--- src/design/dcdc_ctrl_pkg.sv ---
// Package of constants, states and carriers for the converter mode control
package dcdc_ctrl_pkg;

  // ----------------------------------------------------------------
  // Timing
  // ----------------------------------------------------------------
  localparam int CLK_HZ = 10_000_000;
  localparam int SW_HZ = 3_000_000;
  // Switching period in clk cycles, rounded down (nominal 3 MHz)
  localparam int SW_DIV = (CLK_HZ / SW_HZ < 1) ? 1 : CLK_HZ / SW_HZ;
  localparam int SS_STEP_NS = 170_000;
  localparam int SS_STEP_CYC = (SS_STEP_NS * (CLK_HZ / 1_000_000)
    + 999) / 1000;
  localparam int SS_STEPS = 3;

  // ----------------------------------------------------------------
  // Current limit codes (mA)
  // ----------------------------------------------------------------
  localparam logic [11:0] OCL_STEP_MA = 12'h12c;
  localparam logic [11:0] OCL_CV_MA = 12'h960;
  localparam logic [11:0] OCL_OFF_MA = 12'h000;

  // ----------------------------------------------------------------
  // States
  // ----------------------------------------------------------------
  typedef enum logic [2:0] {
    ST_WAIT = 3'h0,
    ST_TRICKLE = 3'h1,
    ST_PRE = 3'h3,
    ST_FAST = 3'h2,
    ST_TAPER = 3'h6,
    ST_SOFT = 3'h7,
    ST_FEED = 3'h5
  } conv_state_e;

  // Analog comparator results on the battery and sense inputs
  typedef struct packed {
    logic batt_low;      // Feedback at or below trickle threshold
    logic batt_fast;     // Feedback at or above fast threshold
    logic batt_cv;       // Feedback at or above CV target
    logic current_term;  // Sense current at or below termination level
  } sense_s;

  // Host configuration bits
  typedef struct packed {
    logic converter_enable_bit;
    logic mode_select_bit;
    logic trickle_enable_bit;
    logic termination_enable_bit;
    logic cap_modulation_bit;
    logic res_modulation_bit;
    logic mod_use_bits;
  } config_s;

endpackage

--- src/design/dcdc_mode_and_ask_control.sv ---
// Step-down converter mode sequencer and ASK modulation switch control
// Operation
// - Converter switches at nominal 3 MHz when on
// - Mode bit zero selects direct charge mode
// - Enable one starts converter in selected mode
// - Enable zero stops converter, enters waiting
// - Status pin low running, high off
// - Protection stop or completion clears enable bit
// - Capacitor switches follow capacitive modulation input
// - Resistor switch follows resistive modulation input
// - Register bits can drive modulation switches instead
// - Charge runs trickle, pre, fast, then taper
// - Phases decided from feedback and sense inputs
// - Trickle when enabled and battery low
// - Taper ends at termination current if enabled
// - Mode bit one selects constant voltage feed
// - Feed soft start steps current limit upward
`timescale 1ns/10ps
module dcdc_mode_and_ask_control
  import dcdc_ctrl_pkg::*;
#(
  parameter int SS_CYCLES = SS_STEP_CYC
)(
  input wire logic clk_in,
  input wire logic rst_n_in,
  input wire logic enable_set_in,
  input wire logic enable_clear_in,
  input config_s cfg_in,
  input wire logic protection_stop_in,
  input sense_s sense_in,
  input wire logic cap_modulation_input_in,
  input wire logic res_modulation_input_in,
  output logic converter_enable_bit_out,
  output conv_state_e state_out,
  output logic converter_status_out,
  output logic switch_pulse_out,
  output logic [11:0] current_limit_out,
  output logic cap_switch_out_a_out,
  output logic cap_switch_out_a_oe_out,
  output logic cap_switch_out_b_out,
  output logic cap_switch_out_b_oe_out,
  output logic resistor_switch_out_out,
  output logic resistor_switch_out_oe_out
);

  // ----------------------------------------------------------------
  // Pin synchronisers (three stages, change once stages 2 and 3 agree)
  // ----------------------------------------------------------------
  logic [2:0] cap_sync;
  logic [2:0] res_sync;
  logic [4:0] sens_sync1;
  logic [4:0] sens_sync2;
  logic [4:0] sens_sync3;
  logic cap_level;
  logic res_level;
  sense_s sense_level;
  logic prot_level;
  logic [4:0] next_sens;
  logic next_cap;
  logic next_res;

  always_comb
  begin
    next_cap = cap_level;
    next_res = res_level;
    next_sens = {prot_level, sense_level};
    if (cap_sync[1] == cap_sync[2])
    begin
      next_cap = cap_sync[2];
    end
    if (res_sync[1] == res_sync[2])
    begin
      next_res = res_sync[2];
    end
    for (int i = 0; i < 5; i++)
    begin
      if (sens_sync2[i] == sens_sync3[i])
      begin
        next_sens[i] = sens_sync3[i];
      end
    end
  end

  always_ff @(posedge clk_in or negedge rst_n_in)
  begin
    if (!rst_n_in)
    begin
      cap_sync <= 3'h0;
      res_sync <= 3'h0;
      sens_sync1 <= 5'h00;
      sens_sync2 <= 5'h00;
      sens_sync3 <= 5'h00;
      cap_level <= 1'h0;
      res_level <= 1'h0;
      sense_level <= '0;
      prot_level <= 1'h0;
    end
    else
    begin
      cap_sync <= {cap_sync[1:0], cap_modulation_input_in};
      res_sync <= {res_sync[1:0], res_modulation_input_in};
      sens_sync1 <= {protection_stop_in, sense_in};
      sens_sync2 <= sens_sync1;
      sens_sync3 <= sens_sync2;
      cap_level <= next_cap;
      res_level <= next_res;
      {prot_level, sense_level} <= next_sens;
    end
  end

  // ----------------------------------------------------------------
  // Enable bit and mode sequencer
  // ----------------------------------------------------------------
  conv_state_e state;
  conv_state_e next_state;
  logic enable;
  logic next_enable;
  logic [$clog2(SS_CYCLES + 1)-1:0] ss_count;
  logic [$clog2(SS_CYCLES + 1)-1:0] next_ss_count;
  logic [1:0] ss_step;
  logic [1:0] next_ss_step;
  logic auto_stop;

  always_comb
  begin
    next_state = state;
    next_ss_count = ss_count;
    next_ss_step = ss_step;
    auto_stop = 1'b0;
    case (state)
      ST_WAIT:
      begin
        if (enable)
        begin
          next_ss_count = '0;
          next_ss_step = 2'h0;
          if (cfg_in.mode_select_bit)
          begin
            next_state = ST_SOFT;
          end
          else if (cfg_in.trickle_enable_bit && sense_level.batt_low)
          begin
            next_state = ST_TRICKLE;
          end
          else
          begin
            next_state = ST_PRE;
          end
        end
      end
      ST_TRICKLE:
      begin
        if (!sense_level.batt_low)
        begin
          next_state = ST_PRE;
        end
      end
      ST_PRE:
      begin
        if (sense_level.batt_fast)
        begin
          next_state = ST_FAST;
        end
      end
      ST_FAST:
      begin
        if (sense_level.batt_cv)
        begin
          next_state = ST_TAPER;
        end
      end
      ST_TAPER:
      begin
        if (cfg_in.termination_enable_bit && sense_level.current_term)
        begin
          auto_stop = 1'b1;
        end
      end
      ST_SOFT:
      begin
        if (ss_count == SS_CYCLES[$bits(ss_count)-1:0] - 1'b1)
        begin
          next_ss_count = '0;
          if (ss_step == 2'(SS_STEPS - 1))
          begin
            next_state = ST_FEED;
          end
          else
          begin
            next_ss_step = ss_step + 2'h1;
          end
        end
        else
        begin
          next_ss_count = ss_count + 1'b1;
        end
      end
      ST_FEED: next_state = ST_FEED;
      default: next_state = ST_WAIT;
    endcase
    if (state != ST_WAIT && prot_level)
    begin
      auto_stop = 1'b1;
    end
    // Host clear and automatic stop outrank a same-cycle set
    next_enable = enable;
    if (enable_set_in)
    begin
      next_enable = 1'b1;
    end
    if (enable_clear_in || auto_stop)
    begin
      next_enable = 1'b0;
    end
    if (!enable || auto_stop)
    begin
      next_state = ST_WAIT;
    end
  end

  always_ff @(posedge clk_in or negedge rst_n_in)
  begin
    if (!rst_n_in)
    begin
      state <= ST_WAIT;
      enable <= 1'b0;
      ss_count <= '0;
      ss_step <= 2'h0;
    end
    else
    begin
      state <= next_state;
      enable <= next_enable;
      ss_count <= next_ss_count;
      ss_step <= next_ss_step;
    end
  end

  // ----------------------------------------------------------------
  // Switching enable pulse and status outputs
  // ----------------------------------------------------------------
  logic [$clog2(SW_DIV + 1)-1:0] sw_count;
  logic [$clog2(SW_DIV + 1)-1:0] next_sw_count;
  logic next_pulse;
  logic next_status;
  logic [11:0] next_limit;

  always_comb
  begin
    next_sw_count = '0;
    next_pulse = 1'b0;
    if (state != ST_WAIT)
    begin
      if (sw_count == SW_DIV[$bits(sw_count)-1:0] - 1'b1)
      begin
        next_pulse = 1'b1;
      end
      else
      begin
        next_sw_count = sw_count + 1'b1;
      end
    end
    next_status = (state == ST_WAIT);
    case (state)
      ST_SOFT: next_limit = 12'(OCL_STEP_MA * (ss_step + 2'h1));
      ST_FEED: next_limit = OCL_CV_MA;
      ST_WAIT: next_limit = OCL_OFF_MA;
      default: next_limit = OCL_CV_MA;
    endcase
  end

  always_ff @(posedge clk_in or negedge rst_n_in)
  begin
    if (!rst_n_in)
    begin
      sw_count <= '0;
      switch_pulse_out <= 1'b0;
      converter_status_out <= 1'b1;
      current_limit_out <= OCL_OFF_MA;
    end
    else
    begin
      sw_count <= next_sw_count;
      switch_pulse_out <= next_pulse;
      converter_status_out <= next_status;
      current_limit_out <= next_limit;
    end
  end

  // ----------------------------------------------------------------
  // ASK modulation switches (open drain: oe high pulls low)
  // ----------------------------------------------------------------
  logic cap_on;
  logic res_on;
  logic next_cap_on;
  logic next_res_on;

  always_comb
  begin
    if (cfg_in.mod_use_bits)
    begin
      next_cap_on = cfg_in.cap_modulation_bit;
      next_res_on = cfg_in.res_modulation_bit;
    end
    else
    begin
      next_cap_on = cap_level;
      next_res_on = res_level;
    end
  end

  always_ff @(posedge clk_in or negedge rst_n_in)
  begin
    if (!rst_n_in)
    begin
      cap_on <= 1'b0;
      res_on <= 1'b0;
    end
    else
    begin
      cap_on <= next_cap_on;
      res_on <= next_res_on;
    end
  end

  assign converter_enable_bit_out = enable;
  assign state_out = state;
  assign cap_switch_out_a_out = 1'b0;
  assign cap_switch_out_b_out = 1'b0;
  assign resistor_switch_out_out = 1'b0;
  assign cap_switch_out_a_oe_out = cap_on;
  assign cap_switch_out_b_oe_out = cap_on;
  assign resistor_switch_out_oe_out = res_on;

endmodule // dcdc_mode_and_ask_control

--- config.mk ---
export PLATFORM = sky130hd
export DESIGN_NAME = dcdc_mode_and_ask_control
export DESIGN_NICKNAME = d
export VERILOG_FILES = /design/src/design/dcdc_ctrl_pkg.sv /design/src/design/dcdc_mode_and_ask_control.sv
export SDC_FILE = /design/constraint.sdc
export NUM_CORES = 1
export LEC_CHECK = 0
export BUFFER_PORTS_ARGS = -buffer_cell sky130_fd_sc_hd__buf_2
export CAP_MARGIN = 20
export CORE_MARGIN = 1.5
export CORE_UTILIZATION = 37
export CTS_CLUSTER_DIAMETER = 120
export DETAILED_ROUTE_END_ITERATION = 8
export PLACE_DENSITY = 0.6
export SKIP_CTS_REPAIR_TIMING = 1
export SLEW_MARGIN = 20
export SYNTH_ARGS = -nofsm -noshare
export SYNTH_HDL_FRONTEND = slang
export SYNTH_SLANG_ARGS = --single-unit
--- constraint.sdc ---
create_clock -name clk_in -period 1.42 [get_ports clk_in]
set_input_delay 0.213 -clock clk_in [delete_from_list [all_inputs] [get_ports clk_in]]
set_output_delay 0.213 -clock clk_in [all_outputs]
set_load 0.02 [all_outputs]
After elaboration in Yosys (flattened, before gate mapping)
Cells that the tools add are included.
{"block": "word_totals", "regBits": 63, "in_bits": 18, "out_inout_bits": 24}
{"block": "classes", "add_sub_neg": 4, "multipliers": 1, "eq_ne": 26, "n_mux": 29, "n_reduce_logical": 13}
{"operator": "$mux 3", "count": 8}
{"operator": "$pmux 12 s2", "count": 1}
{"operator": "$mux 11", "count": 2}
{"operator": "$pmux 11 s2", "count": 1}
{"operator": "$pmux 3 s7", "count": 1}
{"operator": "$ne 3x3->1 const B", "count": 5}
{"operator": "$mux 2", "count": 6}
{"operator": "$add 11x1->11 const B", "count": 1}
{"operator": "$eq 11x11->1 const B", "count": 1}
{"operator": "$mul 7x3->10 const A", "count": 1}
{"operator": "$eq 3x3->1 const B", "count": 3}
{"operator": "$mux 1", "count": 9}
{"operator": "$ne 2x2->1 const B", "count": 4}
{"operator": "$eq 1x1->1", "count": 7}
{"operator": "$reduce_and 7->1", "count": 1}
{"operator": "$eq 3x2->1 const B", "count": 2}
{"operator": "$add 2x1->2 const B", "count": 2}
{"operator": "$eq 2x2->1 const B", "count": 2}
{"operator": "$pmux 2 s2", "count": 1}
{"operator": "$reduce_and 4->1", "count": 1}
{"operator": "$reduce_bool 2->1", "count": 2}
{"operator": "$add 2x1->3 const B", "count": 1}
{"operator": "$eq 3x1->1 const B", "count": 1}
{"operator": "$logic_and 1x1->1", "count": 3}
{"operator": "6 further kinds", "count": 7}

Depth between registers and ports, before layout
Gate-level depths: netlist (run 1).
{"block": "logic_depth", "depth_word": 7, "mapped_depth": 7, "ltp_nobuf": 5}

Least setup slack after synthesis (run 1)
No wires, ideal clock.
{"block": "synth_path", "path_kind": "register to register", "from": "reg state[0] (netlist: state_out[0])", "to": "reg ss_count[10]", "arrival_time_ps": 1567, "slack_ps": -216, "path_stages_with_launch": 6, "path_buffers": 1, "synth_period_minus_slack_ps": 1636, "cell_sequence": "dfrtp_1 buf_2 nand3_4 a41oi_2 or4b_1 nand3_1"}
{"block": "synth_between", "elab_chain_cells": 3}
{"item": "start: declaration", "line_no": "dcdc_mode_and_ask_control.sv:114", "rtl": "conv_state_e state;"}
{"item": "start signal: assignment", "line_no": "dcdc_mode_and_ask_control.sv:232", "rtl": "state <= next_state;"}
{"item": "$eq 3x3->1 or $logic_not 3->1 (tied branches)", "line_no": "dcdc_mode_and_ask_control.sv:130", "rtl": "case (state)"}
{"item": "$reduce_bool 2->1 (no line) or $ne 2x2->1 (tied branches)"}
{"item": "$reduce_and 2->1 (no line)"}
{"item": "end signal: assignment", "line_no": "dcdc_mode_and_ask_control.sv:234", "rtl": "ss_count <= next_ss_count;"}
{"item": "end: declaration", "line_no": "dcdc_mode_and_ask_control.sv:118", "rtl": "logic [$clog2(SS_CYCLES + 1)-1:0] ss_count;"}
Parallel ways exist; a longest one is shown, timed or not.
A chain may end at the register's enable or synchronous reset.

Worst setup path in the final report (run 1)
{"block": "layout_path", "from": "reg ss_count[7]", "to": "reg ss_count[10]"}
{"block": "layout_between", "elab_chain_cells": 3}
{"item": "$add 11x1->11 or $eq 11x11->1 (tied branches)", "line_no": "dcdc_mode_and_ask_control.sv:195, dcdc_mode_and_ask_control.sv:181"}
{"item": "$mux 11 (*)", "line_no": "dcdc_mode_and_ask_control.sv:181", "rtl": "if (ss_count == SS_CYCLES[$bits(ss_count)-1:0] - 1'b1)"}
{"item": "$pmux 11 s2 (*)", "line_no": "dcdc_mode_and_ask_control.sv:130"}
Every way passes the cells marked *; elsewhere a longest branch is shown, timed or not.

==> impl_results.md, run 1 <==
- Share of layout cells above drive strength 1: 38.5%
- Ys flop type: dfrtp_1
- Synth top area share: 60.9%
- Fillers: 570
- Core Footprint: between 6000 and 7000 µm²
- Antenna viol nets, final: 0
- CP Max Fanout: 8
- Final worst slack: -0.143 ns
- Crit end category: flip-flop
- Achievable Freq: 640 MHz
- Critical Path RT: 1.70 ns
- Commonest non-fill, non-tap cell in the layout: dfrtp_1
- DRC viols: 0
- Hold slack final: 0.0264 ns
- Clk_skew: 0.00700 ns
- Drt pass-1 iters: 4
- Antenna cells: 0
- Reg2Reg Setup Slack: -0.14 ns
- Final Util: 51.3%
- H-tree depth: 3
- Slew Viols, Final: 0
- R2r endpoint: ss_count[10]
- Reg2reg start: ss_count[7]
- Port Buf Inserts: 35
- Cell depth of the worst hold path: 2
- Commonest cells after routing, fill and taps aside: dfrtp_1, buf_2, buf_4
- Die W: ~85 µm
- Failing checks: setup timing
- Cts bufs inserted: 9
- Mapped Area: 2470 µm²
- Vias per Instance: roughly 5
- Row cnt: 29
- Synth Instances: 195
- CP startpoint: ss_count[7]
- Synth area leader: dfrtp_1
- Clk pin slew, worst setup/hold paths: 0.07 ns
- Tot Pwr: 4.26 mW
- Avg Cell Area, Syn: 12.6 µm²
- Setup Viol. Count Final: 13
- Die Height: 84.6 µm
- Initial Utilization: between 30% and 40%
- Critical Path AT: 1.84 ns
- Final HPWL DP: 3080 µm
- Status: finished with violations
- # clock sinks: 61
- Setup crit start kind: flip-flop
- Setup_tns: -1.12 ns
- Crit Path Class: reg2reg
- RSZ-0062 raised after global routing: true
- Yosys Warn Count: 0
- Distinct cells, synth: 43
- Main area contributors after synthesis: dfrtp_1, ha_1, maj3_1, buf_4, nand3_1
- DR WL/cell: 13.2 µm
- Final Hold Violating Endpoints: 0
- Final Cell Area: 3280 µm²
- Nets@finish: 298
- Routability cong.: between 0.7 and 0.8
- Largest net degree at the start of global routing: 62
- I/O pin cnt: 42
- Max Cap Viol: 0
- Placed instance area: 2950 µm²
- Initial antenna violation count: 0
- Static Leakage: 1.55 nW
- Register area share after synthesis: roughly 62%
- CTS root buf: clkbuf_8
- Vias: 1748
- Pwr Density: 1300 nW/µm²
- Max clock buf depth: 2
- Drt first-iter violations: 33
- FFs w/ async S/R, synth: 100%
- Hold Path Class: in2reg
- Synthesis-stage register bit count: 61
- EDFF count, synth: 0
- Synth-to-Final Area Change: 32.8%
- Die area: between 7000 and 8000 µm²
- Worst setup path end: ss_count[10]
- Vias in the first global route: approximately 1700
- CTS tree: built
- First-pass GRT wire length: 7830 µm
- Worst-Skew Late Latency: 0.34 ns
- Peak supply drop: around 1.0 mV
- Worst R2R Path Depth: 4
- Grt ovf: 0
- Fin crit period: roughly 1.6 ns
- Period utilization: 110%
- GRT Total Usage: between 10% and 20%
- Drt total wl: 4670 µm
[area by class of cell]
type | count | area (µm²) | share of cell area, %
sequential | 61 | 1530 | 46.8
tap | 77 | 96.3 | 2.94
inverter | 2 | 7.51 | 0.229
clock buffer | 10 | 128 | 3.90
timing repair buffer | 77 | 531 | 16.2
multi-input combinational | 122 | 917 | 28.0
clock inverter | 6 | 63.8 | 1.95
[cell usage after synthesis (2+ instances only)]
library cell	instances
nand2b_1	3
a31oi_1	6
nand4_1	2
nand3_1	11
inv_1	2
nor3_1	3
a41oi_1	3
nor3b_1	2
mux2i_1	2
and3_1	4
and2_1	4
dfrtp_1	60
maj3_1	7
xor2_1	2
buf_6	2
nand2_1	11
buf_4	8
o21ai_0	7
mux2_2	3
a21oi_1	10
or4b_1	3
buf_2	3
nor2_1	11
ha_1	7
[flip-flops by register name, summed over array words and instances, names as in the netlist]
name,cells
prot_level,1
cap_switch_out_a_oe_out,1
res_level,1
cap_sync,3
sens_sync3,5
current_limit_out,10
sense_level,4
sens_sync2,5
ss_count,11
resistor_switch_out_oe_out,1
switch_pulse_out,1
converter_status_out,1
cap_level,1
sens_sync1,5
ss_step,2
state_out,3
converter_enable_bit_out,1
sw_count,2
res_sync,3
[critical path, stage by stage (launching register included)]
cell and delay (ns):
dfrtp_1 0.37, and4bb_2 0.25, a41oi_4 0.31, or4b_4 0.51, nand3_2 0.07
[logic make-up after synthesis]
family	after synthesis	synth area share (%)
other	1	0.152
multiplexers	5	2.18
flip-flops	61	61.9
AND/OR/NAND/NOR	62	15.3
AO/OA/AOI/OAI	33	8.58
adder cells (fa/ha/maj)	14	6.39
XOR/XNOR	3	1.07
buffers and inverters	16	4.41
[routing by layer]
metal  up-vias  track usage [%]  wire length, µm
met5         -                0                0
met4         0             9.38              161
met3        14             4.42              190
met2        46             22.7             2250
met1       847             16.5             2080
li1        841                -                -
[power by group]
group | internal, mW | total [mW] | leakage [nW] | switching, mW
logic | 0.307 | 0.748 | 0.691 | 0.441
clock network | 0.806 | 1.49 | 0.0923 | 0.682
registers | 1.92 | 2.03 | 0.763 | 0.104
total | 3.04 | 4.26 | 1.55 | 1.23
[worst min path at each step]
stage,start,endpoint,slack [ns]
finish,enable_clear_in,converter_enable_bit_out,0.03
global route,enable_clear_in,converter_enable_bit_out,0.03
CTS,rst_n_in,converter_enable_bit_out,-0.11
detailed placement,rst_n_in,sens_sync1[1],0.26
global placement,rst_n_in,sens_sync1[0],0.24
floorplan,rst_n_in,cap_level,-0.08
[per-stage QoR]
step / cells / setup WS (ns)
final: 355 / -0.143
after global routing: 355 / -0.221
after CTS: 346 / -0.198
after detailed placement: 330 / -0.178
after global placement: 330 / -0.141
after floorplan: 199 / -0.120
No activity file was read; power rests on OpenSTA's default activity.
==> run 2: changes to the inputs <==
- REMOVE_ABC_BUFFERS: default -> 1
==> run 2 against run 1 <==
The flow still finishes with violations (setup timing). Clock power grew 6%. Register-to-register slack is essentially flat. First-iteration DRC count decreased by 6.1%. Sequential share of layout area down 0.094 points. Critical endpoint unchanged. Count of clock-buffer cells in the layout stayed put. Worst hold slack got worse by 0.0023 ns. Critical path type unchanged. Worst setup slack worse by 0.0062 ns. Global-route usage about the same. Highest routed layer unchanged. Critical path depth stayed put.
==> impl_results.md, run 2 (synthesis results as in run 1) <==
- Status: finished with violations
- Failing checks: setup timing
- Largest net degree at the start of global routing: 36
- # clock sinks: 61
- Drt pass-1 iters: 4
- GRT Total Usage: between 10% and 20%
- CTS root buf: clkbuf_8
- Hold Path Class: in2reg
- Vias: 1721
- Commonest non-fill, non-tap cell in the layout: dfrtp_1
- Grt ovf: 0
- Hold slack final: 0.0241 ns
- Crit Path Class: reg2reg
- CTS tree: built
- Antenna viol nets, final: 0
- Final worst slack: -0.150 ns
- Setup Viol. Count Final: 13
- H-tree depth: 3
- Crit end category: flip-flop
- Period utilization: 111%
- Max clock buf depth: 2
- Peak supply drop: approximately 0.9 mV
- Top flop regs: ss_count (11), current_limit_out (10)
- Vias in the first global route: 1629
- DRC viols: 0
- Final Hold Violating Endpoints: 0
- Port Buf Inserts: 35
- Drt first-iter violations: 31
- Initial antenna violation count: 0
- Pwr Density: 1340 nW/µm²
- Final HPWL DP: 3080 µm
- Initial Utilization: 38.6%
- Commonest cells after routing, fill and taps aside: dfrtp_1, buf_2, buf_4
- Slew Viols, Final: 0
- Final Cell Area: 3280 µm²
- Slowest cell on the critical path: or4b_1
- CP Max Fanout: 7
- Cts bufs inserted: 9
- First-pass GRT wire length: 7780 µm
- Die W: 84.6 µm
- Critical-path cell list: and4bb_2 -> a41oi_4 -> or4b_1 -> nand3_1
- Critical Path RT: 1.69 ns
- Vias per Instance: slightly below 5
- RSZ-0062 raised after global routing: true
- Achievable Freq: 637 MHz
- Drt total wl: about 4700 µm
- Clk_skew: 0.00753 ns
- Share of layout cells above drive strength 1: 38.5%
- Routability cong.: a little under 0.8
- Row cnt: 29
- Die area: between 7000 and 8000 µm²
- Antenna cells: 0
- Core Footprint: approximately 6400 µm²
- Tot Pwr: around 4.4 mW
- Nets@finish: just under 300
- DR WL/cell: 13.3 µm
- Biggest register: ss_count
- Critical Path AT: around 1.8 ns
- Static Leakage: 1.53 nW
- Delay of the slowest critical-path stage: between 0.4 and 0.5 ns
- Clk pin slew, worst setup/hold paths: 0.07 ns
- I/O pin cnt: 42
- Setup crit start kind: flip-flop
- Die Height: 84.6 µm
- Placed instance area: 2910 µm²
- Fin crit period: between 1.5 and 2 ns
- Largest register FFs: 11
- Max Cap Viol: 0
- Synth-to-Final Area Change: 32.9%
- Worst-Skew Late Latency: 0.34 ns
-- run 2: changes by cell type in the layout (fill, tap and decap cells not counted), sizes merged --
cell    delta
inv        +1
buf        -3
clkinv     -1
-- run 2: area by class of cell --
type,instances,area [µm²]
clock buffers,10,138
repair buffers,74,517
multi-input cells,122,917
inverters,2,7.51
clock inverters,6,71.3
fillers,571,3110
flip-flops and latches,61,1530
well taps,77,96.3
-- run 2: power by group --
group / total, mW / switching (mW) / internal [mW]
Clock: 1.58 / 0.710 / 0.868
Combinational: 0.792 / 0.467 / 0.325
Sequential: 2.02 / 0.0964 / 1.92
-- run 2: routing by layer --
metal  vias to the layer above  global-route usage, %  wire, µm
met3                         8                   6.59       213
met5                         -                      0         0
met1                       838                   17.8      2160
met2                        41                   21.0      2210
met4                         0                   6.60        85
li1                        834                      -         -
-- run 2: path summary, 6_finish.rpt --
| check | cells after the start | startpoint | endpoint | slack, ns |
|---|---|---|---|---|
| max in group asynchronous | 3 | rst_n_in | converter_status_out | 0.78 |
| setup / recovery | 4 | ss_count[6] | ss_count[10] | -0.15 |
| min in group asynchronous | 3 | rst_n_in | sens_sync1[4] | 0.38 |
| setup reg to reg | 4 | ss_count[6] | ss_count[10] | -0.15 |
| hold reg to reg | 0 | sens_sync1[0] | sens_sync2[0] | 0.35 |
| hold / removal | 2 | enable_clear_in | converter_enable_bit_out | 0.02 |
-- run 2: critical path, delay by kind of cell, from the launching register on --
| family | cells | cell delay [ns] |
|---|---|---|
| simple gates | 3 | 0.84 |
| flops | 1 | 0.37 |
| compound gates | 1 | 0.29 |
-- run 2: stage by stage --
| step | TNS (ns) | std cells | utilization [%] | setup slack (ns) |
|---|---|---|---|---|
| finish | -1.07 | 352 | 51.3 | -0.150 |
| global route | -2.14 | 352 | 51.3 | -0.219 |
| CTS | -2.07 | 344 | 48.8 | -0.196 |
| detailed placement | -1.81 | 328 | 45.6 | -0.174 |
| global placement | -1.41 | 328 | 45.6 | -0.169 |
| floorplan | -4.66 | 185 | - | -0.575 |
